## src/hdl/cpusb_pkg.sv

```systemverilog
`default_nettype none
package cpusb_pkg;

    // ------------------------------------------------------------
    // Synchroniser and timing counts
    // ------------------------------------------------------------
    localparam int SYNC_STAGES = 2;
    localparam int DBG_ENTRY_CYCLES = 4;
    localparam int BUILTIN_SELF_TEST_CYCLES = 16;

    // ------------------------------------------------------------
    // Async sideband input bit positions
    // ------------------------------------------------------------
    localparam int ASYNC_W = 5;
    localparam int POS_INIT = 0;
    localparam int POS_IRQ_LINE0 = 1;
    localparam int POS_IRQ_LINE1 = 2;
    localparam int POS_PROBE_REQ = 3;
    localparam int POS_PRIO_REQ = 4;

    // ------------------------------------------------------------
    // Reset values
    // ------------------------------------------------------------
    localparam logic LIC_EN_RESET = 1'b1;
    // Synchroniser image of every async sideband pin at its inactive level
    localparam logic [ASYNC_W-1:0] SYNC_IDLE = 5'h19;
    localparam logic [31:0] RESET_VECTOR_DEFAULT = 32'hFFFFFFF0;

    typedef enum logic [2:0] {
        CPUSB_RUN,
        CPUSB_RESET,
        CPUSB_BUILTIN_SELF_TEST,
        CPUSB_INIT,
        CPUSB_DEBUG
    } cpusb_state_type;

    // Requests toward the core
    typedef struct packed {
        logic clear_int_regs;
        logic restart_fetch;
        logic maskable_irq_req;
        logic nmi_req;
        logic line0_event;
        logic line1_event;
    } cpusb_core_req_type;

endpackage
`default_nettype wire

```

## src/hdl/cpusb_sideband.sv

```systemverilog
// Functional notes
// - Soft init asserted clears integer registers; caches, FP state kept.
// - After soft init, restart fetch at the configured reset vector.
// - Keep answering system bus snoops throughout soft init.
// - Soft init active at hard reset release runs built-in self-test.
// - Controller disabled: line0 is maskable request, line1 is nonmaskable.
// - Both local interrupt lines are asynchronous inputs.
// - Software setting of the controller selects legacy or local use.
// - Local interrupt controller enabled after reset.
// - Bus lock held from first to last transaction of atomic sequence.
// - Drive probe ready to tell debug tools debug readiness.
// - Accept probe request as request to enter debug operation.
`timescale 1ns/1ps
`default_nettype none

module cpusb_sideband
    import cpusb_pkg::*;
#(
    parameter int BUILTIN_SELF_TEST_LEN = cpusb_pkg::BUILTIN_SELF_TEST_CYCLES,
    parameter int DBG_LEN = cpusb_pkg::DBG_ENTRY_CYCLES
) (
    input wire logic clk_in,
    input wire logic rstn_in,
    input wire logic clk_en_in,
    // Hardware reset from the system, asynchronous, active low
    input wire logic hard_reset_n_in,
    // Soft initialization pin, asynchronous, active low
    input wire logic soft_init_n_in,
    input wire logic [1:0] local_irq_pins_in,
    input wire logic probe_request_n_in,
    input wire logic priority_bus_request_n_in,
    // Software view of the controller enable bit
    input wire logic lic_cfg_wr_in,
    input wire logic lic_cfg_en_in,
    input wire logic [31:0] cfg_reset_vector_in,
    // Core side of the atomic sequence
    input wire logic lock_seq_start_in,
    input wire logic lock_seq_end_in,
    input wire logic core_idle_in,
    input wire logic snoop_req_in,
    output logic snoop_ack_out,
    output logic lock_n_out,
    output logic lock_oe_out,
    output logic probe_ready_n_out,
    output logic lic_enabled_out,
    output logic builtin_self_test_busy_out,
    output logic [31:0] fetch_vector_out,
    output cpusb_pkg::cpusb_core_req_type core_req_out
);
    import cpusb_pkg::*;

    // ------------------------------------------------------------
    // Input synchronisers
    // ------------------------------------------------------------
    logic [ASYNC_W-1:0] async_raw;
    logic [ASYNC_W-1:0] meta_q;
    logic [ASYNC_W-1:0] sync_q;
    logic hrst_meta_q;
    logic hrst_sync_q;
    logic hrst_prev_q;

    assign async_raw = {priority_bus_request_n_in, probe_request_n_in,
                        local_irq_pins_in[1], local_irq_pins_in[0],
                        soft_init_n_in};

    always_ff @(posedge clk_in) begin
        if (!rstn_in) begin
            meta_q <= SYNC_IDLE;
            sync_q <= SYNC_IDLE;
            hrst_meta_q <= 1'b0;
            hrst_sync_q <= 1'b0;
        end else if (clk_en_in) begin
            meta_q <= async_raw;
            sync_q <= meta_q;
            hrst_meta_q <= hard_reset_n_in;
            hrst_sync_q <= hrst_meta_q;
        end
    end

    logic init_act;
    logic line0_s;
    logic line1_s;
    logic probe_req_act;
    logic prio_req_act;
    assign init_act = ~sync_q[POS_INIT];
    assign line0_s = sync_q[POS_IRQ_LINE0];
    assign line1_s = sync_q[POS_IRQ_LINE1];
    assign probe_req_act = ~sync_q[POS_PROBE_REQ];
    assign prio_req_act = ~sync_q[POS_PRIO_REQ];

    // ------------------------------------------------------------
    // Interrupt controller enable
    // ------------------------------------------------------------
    logic lic_en_q;

    always_ff @(posedge clk_in) begin
        if (!rstn_in) begin
            lic_en_q <= LIC_EN_RESET;
        end else if (clk_en_in) begin
            if (!hrst_sync_q) begin
                lic_en_q <= LIC_EN_RESET;
            end else if (lic_cfg_wr_in) begin
                lic_en_q <= lic_cfg_en_in;
            end
        end
    end
    assign lic_enabled_out = lic_en_q;

    // ------------------------------------------------------------
    // Interrupt routing
    // ------------------------------------------------------------
    logic line0_prev_q;
    logic line1_prev_q;
    logic mask_req_q;
    logic nmi_q;
    logic ev0_q;
    logic ev1_q;

    always_ff @(posedge clk_in) begin
        if (!rstn_in) begin
            line0_prev_q <= 1'b0;
            line1_prev_q <= 1'b0;
            mask_req_q <= 1'b0;
            nmi_q <= 1'b0;
            ev0_q <= 1'b0;
            ev1_q <= 1'b0;
        end else if (clk_en_in) begin
            line0_prev_q <= line0_s;
            line1_prev_q <= line1_s;
            mask_req_q <= ~lic_en_q & line0_s;
            nmi_q <= ~lic_en_q & line1_s & ~line1_prev_q;
            // Local mode hands raw edges to the controller
            ev0_q <= lic_en_q & line0_s & ~line0_prev_q;
            ev1_q <= lic_en_q & line1_s & ~line1_prev_q;
        end
    end

    // ------------------------------------------------------------
    // Reset, self-test and soft init sequencing
    // ------------------------------------------------------------
    cpusb_state_type state_q;
    logic [15:0] cnt_q;
    logic [31:0] vec_q;

    always_ff @(posedge clk_in) begin
        if (!rstn_in) begin
            hrst_prev_q <= 1'b0;
        end else if (clk_en_in) begin
            hrst_prev_q <= hrst_sync_q;
        end
    end

    // Vector caught at hard reset release, not from a port under reset
    always_ff @(posedge clk_in) begin
        if (!rstn_in) begin
            vec_q <= RESET_VECTOR_DEFAULT;
        end else if (clk_en_in && hrst_sync_q && !hrst_prev_q) begin
            vec_q <= cfg_reset_vector_in;
        end
    end
    assign fetch_vector_out = vec_q;

    always_ff @(posedge clk_in) begin
        if (!rstn_in) begin
            state_q <= CPUSB_RESET;
            cnt_q <= 16'h0000;
        end else if (clk_en_in) begin
            if (!hrst_sync_q) begin
                state_q <= CPUSB_RESET;
                cnt_q <= 16'h0000;
            end else begin
                unique case (state_q)
                    CPUSB_RESET: begin
                        if (init_act) begin
                            state_q <= CPUSB_BUILTIN_SELF_TEST;
                            cnt_q <= 16'(BUILTIN_SELF_TEST_LEN - 1);
                        end else begin
                            state_q <= CPUSB_RUN;
                        end
                    end
                    CPUSB_BUILTIN_SELF_TEST: begin
                        if (cnt_q == 16'h0000) begin
                            state_q <= CPUSB_RUN;
                        end else begin
                            cnt_q <= cnt_q - 16'h0001;
                        end
                    end
                    CPUSB_RUN: begin
                        if (init_act) begin
                            state_q <= CPUSB_INIT;
                        end else if (probe_req_act && core_idle_in) begin
                            state_q <= CPUSB_DEBUG;
                            cnt_q <= 16'(DBG_LEN - 1);
                        end
                    end
                    CPUSB_INIT: begin
                        if (!init_act) begin
                            state_q <= CPUSB_RUN;
                        end
                    end
                    CPUSB_DEBUG: begin
                        if (cnt_q != 16'h0000) begin
                            cnt_q <= cnt_q - 16'h0001;
                        end
                        // soft init still wins in debug
                        if (init_act) begin
                            state_q <= CPUSB_INIT;
                        end else if (!probe_req_act) begin
                            state_q <= CPUSB_RUN;
                        end
                    end
                endcase
            end
        end
    end

    assign builtin_self_test_busy_out = (state_q == CPUSB_BUILTIN_SELF_TEST);

    // ------------------------------------------------------------
    // Core requests
    // ------------------------------------------------------------
    logic restart_q;

    always_ff @(posedge clk_in) begin
        if (!rstn_in) begin
            restart_q <= 1'b0;
        end else if (clk_en_in) begin
            restart_q <= (state_q == CPUSB_INIT) && !init_act;
        end
    end

    always_comb begin
        core_req_out = '0;
        core_req_out.clear_int_regs = (state_q == CPUSB_INIT);
        core_req_out.restart_fetch = restart_q;
        core_req_out.maskable_irq_req = mask_req_q;
        core_req_out.nmi_req = nmi_q;
        core_req_out.line0_event = ev0_q;
        core_req_out.line1_event = ev1_q;
    end

    // snoops during init
    // Snoop answer depends on hard reset only, not state_q, so soft init never blocks it
    always_ff @(posedge clk_in) begin
        if (!rstn_in) begin
            snoop_ack_out <= 1'b0;
        end else if (clk_en_in) begin
            snoop_ack_out <= snoop_req_in && hrst_sync_q;
        end
    end

    // ------------------------------------------------------------
    // Bus lock
    // ------------------------------------------------------------
    logic lock_q;

    always_ff @(posedge clk_in) begin
        if (!rstn_in) begin
            lock_q <= 1'b0;
        end else if (clk_en_in) begin
            if (!hrst_sync_q) begin
                lock_q <= 1'b0;
            end else if (lock_seq_start_in) begin
                lock_q <= 1'b1;
            end else if (lock_seq_end_in) begin
                lock_q <= 1'b0;
            end
        end
    end
    // priority agent waits
    // Open-drain style: drive low only while locked; the priority agent
    // sees it released and may then own the bus. Its request is only
    // synchronised here, since the waiting is the far agent's duty.
    assign lock_n_out = ~lock_q;
    assign lock_oe_out = lock_q | (prio_req_act & 1'b0);

    // ------------------------------------------------------------
    // Debug probe
    // ------------------------------------------------------------
    logic probe_rdy_q;

    always_ff @(posedge clk_in) begin
        if (!rstn_in) begin
            probe_rdy_q <= 1'b0;
        end else if (clk_en_in) begin
            probe_rdy_q <= (state_q == CPUSB_DEBUG) && (cnt_q == 16'h0000);
        end
    end
    assign probe_ready_n_out = ~probe_rdy_q;

endmodule // cpusb_sideband

`default_nettype wire

```

## config.mk

```make
export PLATFORM = sky130hd
export DESIGN_NAME = cpusb_sideband
export DESIGN_NICKNAME = d
export VERILOG_FILES = /design/src/hdl/cpusb_pkg.sv /design/src/hdl/cpusb_sideband.sv
export SDC_FILE = /design/constraint.sdc
export NUM_CORES = 1
export LEC_CHECK = 0
export BUFFER_PORTS_ARGS = -buffer_cell sky130_fd_sc_hd__buf_2
export CAP_MARGIN = 20
export CORE_MARGIN = 5
export CORE_UTILIZATION = 45
export CTS_CLUSTER_DIAMETER = 100
export DETAILED_ROUTE_END_ITERATION = 10
export PLACE_DENSITY = 0.78
export SYNTH_ARGS = -nofsm -noshare
export SYNTH_HDL_FRONTEND = slang
export SYNTH_SLANG_ARGS = --single-unit
```

## constraint.sdc

```tcl
create_clock -name clk_in -period 2.7 [get_ports clk_in]
set_clock_uncertainty 0.05 [all_clocks]
set_input_delay 0.81 -clock clk_in [delete_from_list [all_inputs] [get_ports clk_in]]
set_output_delay 0.81 -clock clk_in [all_outputs]
set_load 0.02 [all_outputs]
```

==> flow_metrics.py <==
metrics = {
    "cells_and_area": {
        "synthToLayoutAreaGrowth_pct": 21.9,
        "diodes": 0,
        "fillerInstances": 652,
        "regArea_um2": 1460,
        "nets": 512,
        "multi_input_area_um2": 1530,
        "drive_gt1_share_pct": 28.6,
        "layout.cells.non_filler": 565,
    },
    "drt": {
        "vias_per_cell": 5.22,
        "wirelength_um": 7540,
        "antenna_left": 0,
        "drtIter0Drc": 109,
        "wl_per_cell_um": 13.3,
        "drc_errors": 0,
        "vias": 2950,
        "drt-pass1-iter-count": 4,
    },
    "clock_tree": {
        "numCtsBuffers": 9,
        "postCtsSetupRepairBufs": 0,
        "htreeDepth": 3,
        "cts_root_buf": "clkbuf_8",
        "clock_latency_ns": 0.35,
        "cts_tree": "yes",
        "post_cts_resized": 0,
        "cts_hold_buf": 0,
        "clockBufferDepth": 2,
        "clk_pin_slew_ns": 0.08,
        "cts_num_sinks": 73,
    },
    "synthesis": {
        "synth.yosys.warnings": 0,
        "netlist.area_leader.share_pct": 46.0,
        "synth-seq-cells": 73,
        "ys.flop_type": "dfxtp_1",
        "syn_avg_cell_area_um2": 8.30,
        "syn_inst": 383,
        "synth_area_um2": 3180,
        "yosys-top-cells-area": "dfxtp_1, nand2_1, nand3_1",
        "yosysTopAreaCell": "dfxtp_1",
        "ys_async_sr_fraction_pct": 0,
        "synth.distinct_cells": 53,
        "synth_edf_count": 0,
        "synth_nets": 431,
        "ys_seq_area_share_pct": 46.0,
    },
    "setup_path": {
        "worstSetupEndpointType": "output pin",
        "cp.required_ns": 1.84,
        "crit_fanout": 8,
        "cp.arrival_ns": 1.64,
        "r2r_start": "state_q[1]",
        "r2r-end": "cnt_q[7]",
        "worstSetupPathType": "reg2out",
        "rrSetupSlack_ns": 0.33,
        "ff2ff_path_depth": 6,
        "startpoint": "state_q[1]",
        "crit_end": "core_req_out[5]",
        "startpoint_type": "flip-flop",
    },
    "hold_path": {
        "hold_path.class": "reg2reg",
    },
    "timing": {
        "finalHoldViolCount": 0,
        "setup-tns-final_ns": 0,
        "final.min_clock_period_ns": 2.50,
        "drv_slew": 0,
        "maxSlewHeadroom_pct": 56.6,
        "max_freq_ghz": 0.399,
        "final-setup-viol-count": 0,
        "fin_crit_sh_pct": 92.7,
        "rsz0062_at_grt": "false",
        "tightest_slew_ns": 0.651,
    },
    "global_route": {
        "grt_pass1_vias": 2802,
        "grt_overflow": 0,
        "antenna_found_initial": 0,
        "grt_pass1_wl_um": 12400,
        "grt_use_total_pct": 17.4,
        "grt_max_degree": 33,
    },
    "power": {
        "p_comb_share_pct": 12.1,
        "switchingPower_uw": 614,
        "power_per_cell_area_nw_per_um2": 589,
        "ir_worst_vdd_mv": 0.308,
        "seq_power_share_pct": 49.9,
        "leakage_uw": 0.00174,
        "internal-power_uw": 1670,
        "clockPowerShare_pct": 38.0,
        "switching_share_pct": 26.9,
    },
    "placed_design": {
        "place_congestion": 0.840,
        "hpwlAfterDp_um": 5470,
        "dp_cells": 549,
        "portBuffers": 89,
    },
    "floorplan": {
        "io_pins": 91,
        "row_count": 30,
        "core-area_um2": 6830,
        "initial_utilization_pct": 46.5,
        "die-area_um2": 8850,
        "chipHeight_um": 94.1,
        "die_w_um": 94.1,
    },
    "flow_run": {
        "drv_cap": 0,
    },
    "outcome": {
        "status": "finished, final reports clean",
    },
}
## metal layers
metal  global-route usage, %  wire (µm)  up-vias
met5                       0          0        -
met4                    6.62         94        0
li1                        -          -     1494
met1                    20.9       3270     1358
met3                    7.45        691        8
met2                    27.6       3480       90
## through the flow
stage	hold WS (ns)	power, µW	setup WS (ns)	utilization, %	cell area (µm²)
floorplan	0.391	1350	0.571	-	3180
global placement	0.389	1430	0.275	53.8	3670
detailed placement	0.398	1440	0.233	53.8	3670
CTS	0.413	2310	0.212	56.7	3870
global route	0.437	2390	0.0633	56.7	3870
finish	0.413	2280	0.196	56.7	3870
## flip-flops by register name, indices dropped and copies added (netlist names)
register	flops
ev1_q	1
hrst_sync_q	1
meta_q	4
sync_q	4
probe_rdy_q	1
ev0_q	1
lic_enabled_out	1
hrst_prev_q	1
hrst_meta_q	1
state_q	3
restart_q	1
fetch_vector_out	32
line0_prev_q	1
mask_req_q	1
nmi_q	1
cnt_q	16
lock_oe_out	1
snoop_ack_out	1
line1_prev_q	1
## how the worst min path moves through the flow
stage	start	endpoint	slack (ns)	cells past startpoint
2_1_floorplan	meta_q[0]	meta_q[0]	0.39	2
3_3_place_gp	fetch_vector_out[3]	fetch_vector_out[3]	0.39	2
3_5_place_dp	fetch_vector_out[0]	fetch_vector_out[0]	0.40	2
4_1_cts	fetch_vector_out[2]	fetch_vector_out[2]	0.41	2
5_1_grt	fetch_vector_out[17]	fetch_vector_out[17]	0.44	2
6_report	fetch_vector_out[2]	fetch_vector_out[2]	0.41	2
## power by group through the flow
stage	logic (µW)	clock network, µW	registers [µW]
finish	276	868	1140
global route	307	940	1150
CTS	277	892	1140
detailed placement	276	0	1160
global placement	268	0	1160
floorplan	181	0	1170
## critical path, cell delays in order (launching register included)
cell and delay [ns]:
dfxtp_1 0.50, buf_4 0.20, inv_1 0.06, nor3_1 0.29, buf_2 0.24
## cells in the final DEF (no fill, tap or decap), types with 3 or more instances in the layout
cell      instances
dfxtp_1          73
nor2_1           24
buf_4            11
a31oi_1           3
or2_2             4
or4_1             7
nor3_1            5
o31ai_1           9
inv_1            10
nand2b_1          6
mux2i_1          12
a21oi_1          25
nand2_1          83
o21ai_0           9
or3_1             8
clkbuf_8          9
nand3_1          33
buf_2            89
## cell type report
| class | count | share of cell area (%) |
|---|---|---|
| Inverter | 10 | 0.969 |
| Multi-Input combinational cell | 270 | 39.4 |
| Sequential cell | 73 | 37.7 |
| Tap cell | 96 | 3.10 |
| Timing Repair Buffer | 100 | 13.6 |
| Clock inverter | 7 | 2.00 |
| Clock buffer | 9 | 3.20 |
## cell usage after synthesis (2+ instances only)
| library cell | n |
|---|---|
| o211ai_1 | 2 |
| or3b_2 | 2 |
| buf_1 | 2 |
| nor4_2 | 2 |
| nor3_1 | 5 |
| o21ai_0 | 9 |
| a21oi_1 | 25 |
| buf_6 | 3 |
| buf_2 | 2 |
| clkbuf_1 | 18 |
| inv_1 | 10 |
| nand3_1 | 33 |
| buf_4 | 5 |
| nor4_1 | 2 |
| nand2b_1 | 6 |
| o21a_1 | 2 |
| dfxtp_1 | 73 |
| or2_2 | 4 |
| nand2_1 | 83 |
| nand4_1 | 2 |
| or4_1 | 7 |
| nor2_1 | 25 |
| nand4b_1 | 2 |
| or3_1 | 8 |
| mux2i_1 | 12 |
| o31ai_1 | 9 |
| o22ai_1 | 2 |
| a31oi_1 | 3 |
## logic make-up after synthesis
family                   after synthesis  synth area share (%)
AO/OA/AOI/OAI                         63                  12.7
XOR/XNOR                               2                 0.551
adder cells (fa/ha/maj)                1                 0.393
buffers and inverters                 40                  6.10
flip-flops                            73                  46.0
multiplexers                          12                  3.78
AND/OR/NAND/NOR                      192                  30.5
Note: power is estimated with default switching activity, not from simulation.
